[src/inc/smpr_pkg.sv]
// constants for the supply monitor and pin reset block
package smpr_pkg;
  // bus geometry
  localparam int APB_AW = 12;
  localparam int DATA_W = 32;
  localparam int REG_W = 8;
  // printed register indexes; byte address is four times the index
  localparam logic [APB_AW-1:0] IDX_MON_CTRL = 12'h0_0ff;
  localparam logic [APB_AW-1:0] IDX_RST_SRC = 12'h0_0ef;
  localparam logic [APB_AW-1:0] ADDR_MON_CTRL = 12'h3_fc;
  localparam logic [APB_AW-1:0] ADDR_RST_SRC = 12'h3_bc;
  // monitor control field positions
  localparam int BIT_MON_EN = 7;
  localparam int BIT_ABOVE_RST = 6;
  localparam int BIT_ABOVE_WARN = 5;
  localparam int BIT_WARN_IE = 3;
  // reset source field positions
  localparam int BIT_SEL_PWR = 1;
  localparam int BIT_PIN_FLAG = 0;
  // reset values
  localparam logic RST_MON_EN = 1'b1;
  localparam logic RST_WARN_IE = 1'b1;
  localparam logic RST_SEL = 1'b1;
  localparam logic RST_PWR_FLAG = 1'b1;
  localparam logic RST_PIN_FLAG = 1'b0;
  // timing
  localparam int CLK_PERIOD_NS = 10;
  localparam int T_POR_DELAY_NS = 7000000;
  localparam int POR_DELAY_CYC = T_POR_DELAY_NS / CLK_PERIOD_NS;
  localparam int T_MON_SETTLE_NS = 2000;
  localparam int MON_SETTLE_CYC =
    (T_MON_SETTLE_NS + CLK_PERIOD_NS - 1) / CLK_PERIOD_NS;
  localparam int POR_CNT_W = 20;
  localparam int SETTLE_W = 12;
  // reset sequencer states
  typedef enum logic [1:0] {
    ST_POR = 2'b00,
    ST_RUN = 2'b01,
    ST_MON = 2'b10,
    ST_PIN = 2'b11
  } smpr_state_t;
endpackage : smpr_pkg

[src/hw/smpr_supply_monitor_pin_reset.sv]
// supply monitor control, reset source flags and reset sequencing
//
// How it works
// - leaving a monitor reset skips the power-on delay entirely.
// - selecting an unsettled monitor may cause a system reset.
// - control bit 7 switches the monitor on or off, resets to one.
// - enabled monitor resets nothing unless also selected.
// - control bit 6 reads one while supply is above reset level.
// - control bit 5 reads one while supply is above warning level.
// - control bit 3 enables the early warning interrupt, resets one.
// - control bits 4 and 2:0 read zero, writes ignored.
// - low on the reset pin holds the device in reset.
// - pin reset works in suspend and sleep modes too.
// - leaving a pin reset sets the pin reset flag, bit 0.
// - select bit 1 writes select the monitor; reads show power flag.
// - supply falling below warning level may raise the interrupt.
// - only power-on and monitor resets set enable and select.
// - for monitor and power-on resets the pin is driven low.
`timescale 1ns/1ns
module smpr_supply_monitor_pin_reset #(
  parameter int POR_DELAY = smpr_pkg::POR_DELAY_CYC
) (
  input wire logic core_clk,
  input wire logic rstn,
  input wire logic psel,
  input wire logic penable,
  input wire logic pwrite,
  input wire logic [smpr_pkg::APB_AW-1:0] paddr,
  input wire logic [smpr_pkg::DATA_W-1:0] pwdata,
  output logic [smpr_pkg::DATA_W-1:0] prdata,
  output logic pready,
  output logic pslverr,
  input wire logic rstPinIn,
  output logic rstPinOut,
  output logic rstPinOe,
  input wire logic supplyAboveReset,
  input wire logic supplyAboveWarn,
  input wire logic lowPowerSleep,
  output logic sysRstn,
  output logic earlyWarnIrq
);

  // pin, reset comparator, warning comparator
  logic [2:0] sync1_ff, sync2_ff;
  logic [2:0] nxt_sync1, nxt_sync2;
  logic pinHigh, aboveRst, aboveWarn;

  // two-stage capture; stage one feeds stage two only
  always_comb begin
    nxt_sync1 = {supplyAboveWarn, supplyAboveReset, rstPinIn};
    nxt_sync2 = sync1_ff;
  end

  always_ff @(posedge core_clk or negedge rstn) begin
    if (!rstn) begin
      // idle levels, so no false warning request follows reset
      sync1_ff <= '1;
      sync2_ff <= '1;
    end else begin
      sync1_ff <= nxt_sync1;
      sync2_ff <= nxt_sync2;
    end
  end

  assign pinHigh = sync2_ff[0];
  assign aboveRst = sync2_ff[1];
  assign aboveWarn = sync2_ff[2];

  // software-visible state
  logic monEn_ff, warnIe_ff, sel_ff, pwrFlag_ff, pinFlag_ff;
  logic nxt_monEn, nxt_warnIe, nxt_sel, nxt_pwrFlag, nxt_pinFlag;
  logic [smpr_pkg::SETTLE_W-1:0] settle_ff, nxt_settle;
  logic monReady, monTrip;

  // sequencer state
  smpr_pkg::smpr_state_t state_ff, nxt_state;
  logic [smpr_pkg::POR_CNT_W-1:0] porCnt_ff, nxt_porCnt;
  logic sysRstn_ff, nxt_sysRstn;
  logic pinOe_ff, nxt_pinOe;
  logic pinOut_ff;
  logic irq_ff, nxt_irq;
  logic [1:0] oeEcho_ff, nxt_oeEcho;
  logic pinEcho;

  // bus state
  logic [smpr_pkg::DATA_W-1:0] rdata_ff, nxt_rdata;
  logic ready_ff, nxt_ready;
  logic err_ff, nxt_err;
  logic wrTake;

  // exact match on a register byte address
  function automatic logic hit(input logic [smpr_pkg::APB_AW-1:0] a,
                               input logic [smpr_pkg::APB_AW-1:0] r);
    hit = (a == r);
  endfunction : hit

  // monitor output counts as valid only after the turn-on time
  assign monReady = (settle_ff == smpr_pkg::SETTLE_W'(
    smpr_pkg::MON_SETTLE_CYC));
  // unsettled or low supply both trip; sleep masks the monitor
  assign monTrip = monEn_ff && sel_ff && !lowPowerSleep &&
                   !(monReady && aboveRst);

  // settle timer restarts whenever the monitor is off
  always_comb begin
    nxt_settle = settle_ff;
    if (!monEn_ff) begin
      nxt_settle = '0;
    end else if (!monReady) begin
      nxt_settle = settle_ff + 1'b1;
    end
  end

  always_ff @(posedge core_clk or negedge rstn) begin
    if (!rstn) begin
      // monitor runs through power-up, so it starts out settled
      settle_ff <= smpr_pkg::SETTLE_W'(smpr_pkg::MON_SETTLE_CYC);
    end else begin
      settle_ff <= nxt_settle;
    end
  end

  // own pin drive reaches the synchroniser two edges late; without
  // this mask every power-on or monitor reset would end in a false
  // pin reset and a wrong pin flag
  always_comb begin
    nxt_oeEcho = {oeEcho_ff[0], pinOe_ff};
  end

  always_ff @(posedge core_clk or negedge rstn) begin
    if (!rstn) begin
      oeEcho_ff <= '1;
    end else begin
      oeEcho_ff <= nxt_oeEcho;
    end
  end

  assign pinEcho = |oeEcho_ff;

  // reset sequencer: power-on delay, monitor hold, pin hold
  always_comb begin
    nxt_state = state_ff;
    nxt_porCnt = porCnt_ff;
    case (state_ff)
      smpr_pkg::ST_POR: begin
        if (porCnt_ff >= smpr_pkg::POR_CNT_W'(POR_DELAY - 1)) begin
          nxt_state = smpr_pkg::ST_RUN;
        end else begin
          nxt_porCnt = porCnt_ff + 1'b1;
        end
      end
      smpr_pkg::ST_RUN: begin
        // monitor wins if both arrive together
        // our own drive echoing back is not a pin request
        if (monTrip) begin
          nxt_state = smpr_pkg::ST_MON;
        end else if (!pinHigh && !pinEcho) begin
          nxt_state = smpr_pkg::ST_PIN;
        end
      end
      smpr_pkg::ST_MON: begin
        // straight back to run, no power-on delay
        if (aboveRst) begin
          nxt_state = smpr_pkg::ST_RUN;
        end
      end
      smpr_pkg::ST_PIN: begin
        // a monitor trip during a pin hold takes over
        if (monTrip) begin
          nxt_state = smpr_pkg::ST_MON;
        end else if (pinHigh) begin
          nxt_state = smpr_pkg::ST_RUN;
        end
      end
      default: begin
        nxt_state = smpr_pkg::ST_POR;
      end
    endcase
    // outputs follow the next state so they change with it
    nxt_sysRstn = (nxt_state == smpr_pkg::ST_RUN);
    // own pin driven low only for power-on and monitor resets
    nxt_pinOe = (nxt_state == smpr_pkg::ST_POR) ||
                (nxt_state == smpr_pkg::ST_MON);
    // level request, held while warning low and enabled
    nxt_irq = warnIe_ff && !aboveWarn;
  end

  always_ff @(posedge core_clk or negedge rstn) begin
    if (!rstn) begin
      state_ff <= smpr_pkg::ST_POR;
      porCnt_ff <= '0;
      sysRstn_ff <= 1'b0;
      pinOe_ff <= 1'b1;
      pinOut_ff <= 1'b0;
      irq_ff <= 1'b0;
    end else begin
      state_ff <= nxt_state;
      porCnt_ff <= nxt_porCnt;
      sysRstn_ff <= nxt_sysRstn;
      pinOe_ff <= nxt_pinOe;
      // pin is only ever pulled low; the enable does the work
      pinOut_ff <= 1'b0;
      irq_ff <= nxt_irq;
    end
  end

  // a write lands only at the edge that completes the access
  assign wrTake = psel && penable && ready_ff && pwrite;

  // register writes and reset-source flags
  always_comb begin
    nxt_monEn = monEn_ff;
    nxt_warnIe = warnIe_ff;
    nxt_sel = sel_ff;
    nxt_pwrFlag = pwrFlag_ff;
    nxt_pinFlag = pinFlag_ff;
    if (wrTake && hit(paddr, smpr_pkg::ADDR_MON_CTRL)) begin
      // unused bits simply not stored
      nxt_monEn = pwdata[smpr_pkg::BIT_MON_EN];
      nxt_warnIe = pwdata[smpr_pkg::BIT_WARN_IE];
    end
    if (wrTake && hit(paddr, smpr_pkg::ADDR_RST_SRC)) begin
      nxt_sel = pwdata[smpr_pkg::BIT_SEL_PWR];
    end
    // a monitor reset overrides any enable or select write in flight
    if (state_ff == smpr_pkg::ST_MON) begin
      nxt_monEn = 1'b1;
      nxt_sel = 1'b1;
    end
    // flags change only on leaving reset; pin reset keeps en/sel
    if (state_ff == smpr_pkg::ST_MON && nxt_state == smpr_pkg::ST_RUN) begin
      nxt_pwrFlag = 1'b1;
      nxt_pinFlag = 1'b0;
    end
    if (state_ff == smpr_pkg::ST_PIN && nxt_state == smpr_pkg::ST_RUN) begin
      nxt_pinFlag = 1'b1;
      nxt_pwrFlag = 1'b0;
    end
  end

  always_ff @(posedge core_clk or negedge rstn) begin
    if (!rstn) begin
      monEn_ff <= smpr_pkg::RST_MON_EN;
      warnIe_ff <= smpr_pkg::RST_WARN_IE;
      sel_ff <= smpr_pkg::RST_SEL;
      pwrFlag_ff <= smpr_pkg::RST_PWR_FLAG;
      pinFlag_ff <= smpr_pkg::RST_PIN_FLAG;
    end else begin
      monEn_ff <= nxt_monEn;
      warnIe_ff <= nxt_warnIe;
      sel_ff <= nxt_sel;
      pwrFlag_ff <= nxt_pwrFlag;
      pinFlag_ff <= nxt_pinFlag;
    end
  end

  // apb: data prepared in setup, one access cycle, no wait states
  always_comb begin
    nxt_ready = psel && !penable;
    nxt_rdata = '0;
    nxt_err = 1'b0;
    // status bits lag the pins by the two synchroniser stages
    if (psel && !penable) begin
      if (hit(paddr, smpr_pkg::ADDR_MON_CTRL)) begin
        nxt_rdata[smpr_pkg::BIT_MON_EN] = monEn_ff;
        nxt_rdata[smpr_pkg::BIT_ABOVE_RST] = aboveRst;
        nxt_rdata[smpr_pkg::BIT_ABOVE_WARN] = aboveWarn;
        nxt_rdata[smpr_pkg::BIT_WARN_IE] = warnIe_ff;
      end else if (hit(paddr, smpr_pkg::ADDR_RST_SRC)) begin
        nxt_rdata[smpr_pkg::BIT_SEL_PWR] = pwrFlag_ff;
        nxt_rdata[smpr_pkg::BIT_PIN_FLAG] = pinFlag_ff;
      end else begin
        nxt_err = 1'b1;
      end
    end
  end

  always_ff @(posedge core_clk or negedge rstn) begin
    if (!rstn) begin
      rdata_ff <= '0;
      ready_ff <= 1'b0;
      err_ff <= 1'b0;
    end else begin
      rdata_ff <= nxt_rdata;
      ready_ff <= nxt_ready;
      err_ff <= nxt_err;
    end
  end

  // every output comes straight from a register
  assign prdata = rdata_ff;
  assign pready = ready_ff;
  assign pslverr = err_ff;
  assign rstPinOut = pinOut_ff;
  assign rstPinOe = pinOe_ff;
  assign sysRstn = sysRstn_ff;
  assign earlyWarnIrq = irq_ff;

endmodule : smpr_supply_monitor_pin_reset

[config.mk]
export PLATFORM = sky130hd
export DESIGN_NAME = smpr_supply_monitor_pin_reset
export DESIGN_NICKNAME = d
export VERILOG_FILES = /design/src/inc/smpr_pkg.sv /design/src/hw/smpr_supply_monitor_pin_reset.sv
export SDC_FILE = /design/constraint.sdc
export NUM_CORES = 1
export LEC_CHECK = 0
export ABC_AREA = 1
export BUFFER_PORTS_ARGS = -buffer_cell sky130_fd_sc_hd__buf_4
export CAP_MARGIN = 20
export CORE_ASPECT_RATIO = 0.7
export CORE_MARGIN = 2
export CORE_UTILIZATION = 45
export CTS_CLUSTER_SIZE = 20
export DETAILED_ROUTE_END_ITERATION = 10
export GPL_TIMING_DRIVEN = 0
export PLACE_DENSITY = 0.79
export SETUP_SLACK_MARGIN = 0.5
export SLEW_MARGIN = 10
export SYNTH_ARGS = -nofsm -noshare
export SYNTH_HDL_FRONTEND = slang
export SYNTH_SLANG_ARGS = --single-unit
[constraint.sdc]
create_clock -name core_clk -period 1.82 [get_ports core_clk]
set_clock_uncertainty 0.2 [all_clocks]
set_input_delay 0.091 -clock core_clk [delete_from_list [all_inputs] [get_ports core_clk]]
set_output_delay 0.091 -clock core_clk [all_outputs]
set_load 0.01 [all_outputs]
# --- Word level (Yosys, flattened, before mapping) ---
# Cells that the tools add are included.
totals:
  ff_bits: 58
  in_bits: 53
  out_inout_bits: 38
op_classes:
  n_addsub: 2
  order_cmp: 1
  eq_ne: 9
  n_mux: 27
  bitwise_logic: 1
  reduce_logical: 28
ops:
  columns: ["cell", "n"]
  rows:
  - ["equality test 12 x 10 -> 1 bit (second input constant)", 2]
  - ["2-to-1 mux 12 bit", 2]
  - ["adder 20 x 1 -> 20 bit (second input constant)", 1]
  - ["greater-or-equal comparator 20 bit (second input constant)", 1]
  - ["2-to-1 mux 2 bit", 9]
  - ["logical AND 1 bit", 14]
  - ["2-to-1 mux 1 bit", 13]
  - ["adder 12 x 1 -> 12 bit (second input constant)", 1]
  - ["equality test 12 x 8 -> 1 bit (second input constant)", 1]
  - ["case mux 2 bit (4 select lines)", 1]
  - ["equality test 2 bit (second input constant)", 3]
  - ["zero test 1 bit", 6]
  - ["2-to-1 mux 3 bit", 2]
  - ["nonzero test 2 bit", 3]
  - ["equality test 2 x 1 -> 1 bit (second input constant)", 2]
  - ["zero test 2 bit", 2]
  - ["!= test 2 bit (second input constant)", 1]
  - ["AND reduction 2 bit", 1]
  - ["OR reduction 2 bit", 1]
  - ["logical OR 1 bit", 1]
  - ["inverter 1 bit", 1]

# --- Logic depth before layout (Yosys ltp) ---
depth:
  word_depth: 10
  mapped_depth: 12

# --- Least setup slack after synthesis ---
# OpenSTA, ideal clock, no wires.
synth_path:
  path_kind: "flip-flop to flip-flop"
  from: "reg porCnt_ff[0] (netlist name)"
  to: "reg porCnt_ff[12] (netlist name)"
  arrival_time_ns: 1.458
  required_time_ns: 1.497
  setup_slack_ns: 0.039
  stages_incl_launch_ff: 12
  period_less_slack_ns: 1.781
  cell_sequence: "dfrtp_1 ha_1 inv_1 nor2_2 nand2_1 nand2_1 nand3_2 nand3_4 nor2_2 nand2_1 o21ai_0 nand2_1"
synth_between:
  elab_chain_len: 3
  elab_cells_between_ends: 4
  cone_classes: "add/sub: 1; order compare: 1; bitwise: 1; reduce/logical: 1"
synth_lines:
  columns: ["element", "line", "source"]
  rows:
  - ["from (decl)", "smpr_supply_monitor_pin_reset.sv:77", "logic [smpr_pkg::POR_CNT_W-1:0] porCnt_ff, nxt_porCnt;"]
  - ["from (signal assigned)", "smpr_supply_monitor_pin_reset.sv:198", "porCnt_ff <= nxt_porCnt;"]
  - ["greater-or-equal comparator 20 bit", "smpr_supply_monitor_pin_reset.sv:146", "if (porCnt_ff >= smpr_pkg::POR_CNT_W'(POR_DELAY - 1)) begin"]
  - ["inverter 1 bit (no line)", null, null]
  - ["AND reduction 2 bit (no line)", null, null]
# Several ways; a longest one is shown, not always the timed one.
# A chain may end at the register's enable or synchronous reset.

# --- Final worst setup path ---
layout_path:
  from: "reg porCnt_ff[1] (netlist name)"
  to: "reg porCnt_ff[5] (netlist name)"
# The elaborated chain is that of the path after synthesis.

==> run_results.csv <==
group,metric,value,unit
power,p_sw,1563,uW
sta,slew_headroom,52.99,%
placement,dp.cells,500,
finish,num_antenna_cells,0,
synth,synth.area.mux_share,0,%
cts,cts_tree,"built",
cts,cts_root_buf,"clkbuf_8",
floorplanning,dieWidth,101.7,um
worst_hold_path,hp-start,"paddr[10]",
floorplanning,fp.dieArea,7356,sq um
worst_hold_path,hp-class,"in -> reg",
sta,rsz0062_at_grt,"yes",
setup_path,ff2ff_path_depth,11,
placement,port_buffers,34,
placement,finalWeightedCongestion,0.9264,
power,clockPowerShare,25.5,%
global_route,track_usage,19.64,%
finish,area_growth_syn_to_layout,47.23,%
setup_path,r2r_start,"porCnt_ff[1]",
route,vias_per_cell,4.601,
sta,max_freq,0.5360,GHz
status,status,"finished with violations",
setup_path,worst-setup-path-type,"reg -> reg",
route,vias,2563,
finish,n_fill_cell,451,
global_route,grt_pass1_wl,10970,um
cts,cts_buffers,9,
setup_path,cp-start-kind,"register",
sta,worstMarginPinSlew,0.7051,ns
finish,design_area,4423,sq um
sta,whs,0.03419,ns
synth,seq_area_frac_synth,48.98,%
setup_path,r2r_end,"porCnt_ff[5]",
synth,synth_flop_cell,"dfrtp_1",
global_route,grt_start_max_net_pins,59,
power,ir_worst_vdd,0.0006372,V
synth,synthXorXnorAreaFrac,4.956,%
global_route,grt_pass1_vias,2463,
route,routed_wl,7090,um
finish,final_cell_mix,"77 x buf_4, 54 x nand2_1, 42 x dfrtp_1, 32 x inv_1",
synth,synthCells,349,
finish,fin_util,69.81,%
power,cellPowerDensity,1029,nW/um^2
setup_path,crit_arrival,1.93,ns
power,switching_share,34.33,%
cts,h-tree-depth,3,
setup_path,required,1.89,ns
cts,clock_latency,0.35,ns
job,maxCapViolations,0,
sta,fin_ws,-0.04566,ns
synth,synth_top_family_by_area,"simple AND/OR/NAND/NOR gates",
cts,clkSlewWorstSetupHoldPaths,0.06,ns
floorplanning,num_rows,24,
sta,setup_viol,9,
synth,ys_types,33,
setup_path,crit_end,"porCnt_ff[5]",
synth,synthArstFlopShare,100.0,%
synth,yosysWarnings,0,
setup_path,crit_fanout,5,
synth,ys_ff_latch,58,
sta,post-route-period-util,102.5,%
floorplanning,ios,91,
synth,syn_avg_cell_area,8.608,sq um
finish,fin_nets,517,
floorplanning,die_h,72.36,um
synth,synth_compound_area_share,5.331,%
power,p_seq_share,38.8,%
sta,final-hold-violation-count,0,
synth,synth_edf_count,0,
synth,synthAdderAreaFrac,1.249,%
setup_path,critical_path.startpoint,"porCnt_ff[1]",
setup_path,worstSetupEndpointType,"register",
power,intPower,2989,uW
sta,layout_min_cycle_time,1.866,ns
floorplanning,initial_core_util,47.41,%
synth,synth_area,3004,sq um
route,routedWlPerCell,12.73,um
placement,hpwl,4342,um
power,power.static_leakage,0.002153,uW
cts,clock_path_buffers,2,
floorplanning,core,6336,sq um
placement,dpl_cell_area,3503,sq um
cts,cts.sinks,58,
route,final_antenna_net_count,0,
global_route,grt-ovfl-total,0,
power,combPwrFrac,35.8,%
setup_path,r2r_slack,-0.05,ns
route,drt_iter0_drc,151,
status,violations,"setup timing",
synth,synth-simple-area-share,25.95,%
route,dr.pass1.iters,4,
finish,final_cells,557,
route,remaining_drc_errors,0,
sta,maxSlewViolCount,0,
power,p_total,4552,uW
finish,final_common_cell,"buf_4",
finish,drive_gt1_share,44.85,%
global_route,antenna_found_initial,0,
[sequential cells by signal (all words and copies together) (netlist names), 2 cells and up]
signal	count
state_ff	2
settle_ff	12
prdata	6
nxt_sync2	3
porCnt_ff	20
sync2_ff	3
oeEcho_ff	2
[cell usage after synthesis, types with 6 or more instances]
master   count  area, sq um
a21oi_1     10        50.05
buf_4       27        202.7
dfrtp_1     42         1051
dfstp_2     16        420.4
inv_1       44        165.2
nand2_1     67        251.5
nand3_1     16        80.08
nand4_1      6        37.54
nor2_1      42        157.7
nor3_1      12        60.06
o21ai_0     11        55.05
xor2_1      15        131.4
[stage by stage]
stage,TNS (ns),worst slack (ns)
5_1_grt,-1.797,-0.1351
4_1_cts,-0.04247,-0.01567
6_report,-0.2008,-0.04566
3_3_place_gp,-0.1222,-0.03028
2_1_floorplan,0,0.1389
3_5_place_dp,-0.5703,-0.06480
[how the worst min path moves through the flow]
stage,to,slack [ns],cells after the start
after global placement,porCnt_ff[5],-0.01,1
after detailed placement,porCnt_ff[5],-0.02,1
after floorplan,earlyWarnIrq,-0.40,0
after CTS,state_ff[0],-0.03,5
final,prdata[6],0.03,6
after global routing,prdata[6],0.07,5
[metal layers]
layer,part of all wire [%],track usage [%],routed length (um),up-vias
met5,0,0,0,-
met4,2.1,9.459,147,0
met3,5.4,5.395,384,17
met2,49,29.90,3504,80
met1,43,26.09,3052,1193
li1,-,-,-,1273
[worst max-delay path: stages, from the launching register on]
cell,delay [ns]
dfrtp_1,0.41
ha_2,0.20
inv_2,0.08
nor2_4,0.04
nand2_1,0.06
nand2_1,0.07
nand3_2,0.09
nand3_4,0.14
buf_12,0.17
buf_16,0.13
nor2_4,0.07
xor2_1,0.14
[logic make-up (layout without fill, tap and decap cells)]
| logic type | count (synthesis) | count (layout) |
|---|---|---|
| simple gates | 164 | 164 |
| other cells | 1 | 27 |
| compound gates | 30 | 30 |
| fa+ha+maj | 3 | 3 |
| xor+xnor | 17 | 17 |
| buf+inv | 76 | 167 |
| flops | 58 | 58 |
[power by group through the flow]
stage	sequential [uW]	clock, uW	combinational, uW
6_report	1760	1160	1630
4_1_cts	1730	1180	1300
2_1_floorplan	1710	0	716
5_1_grt	1790	1260	1750
3_3_place_gp	1750	0	907
3_5_place_dp	1750	0	953
[final cells by class]
class | count | area, sq um | share of cell area (%)
Clock inverter | 3 | 40.04 | 0.9052
Multi-Input combinational cell | 241 | 1541 | 34.85
Sequential cell | 58 | 1471 | 33.27
Timing Repair Buffer | 75 | 676.9 | 15.30
Tap cell | 91 | 113.9 | 2.574
Clock buffer | 13 | 148.9 | 3.366
Inverter | 46 | 190.2 | 4.300
Buffer | 30 | 240.2 | 5.431
[timing repair]
item | CTS | global route
hold buffers | 11 | 0
endpoints found under the hold margin | 58 | 0
setup endpoints to repair | 35 | 46
buffers inserted | 16 | 12
pin swaps | 15 | 29
gates resized for setup | 29 | 68
cloned | 1 | 1
Note: power is estimated with default switching activity, not from simulation.
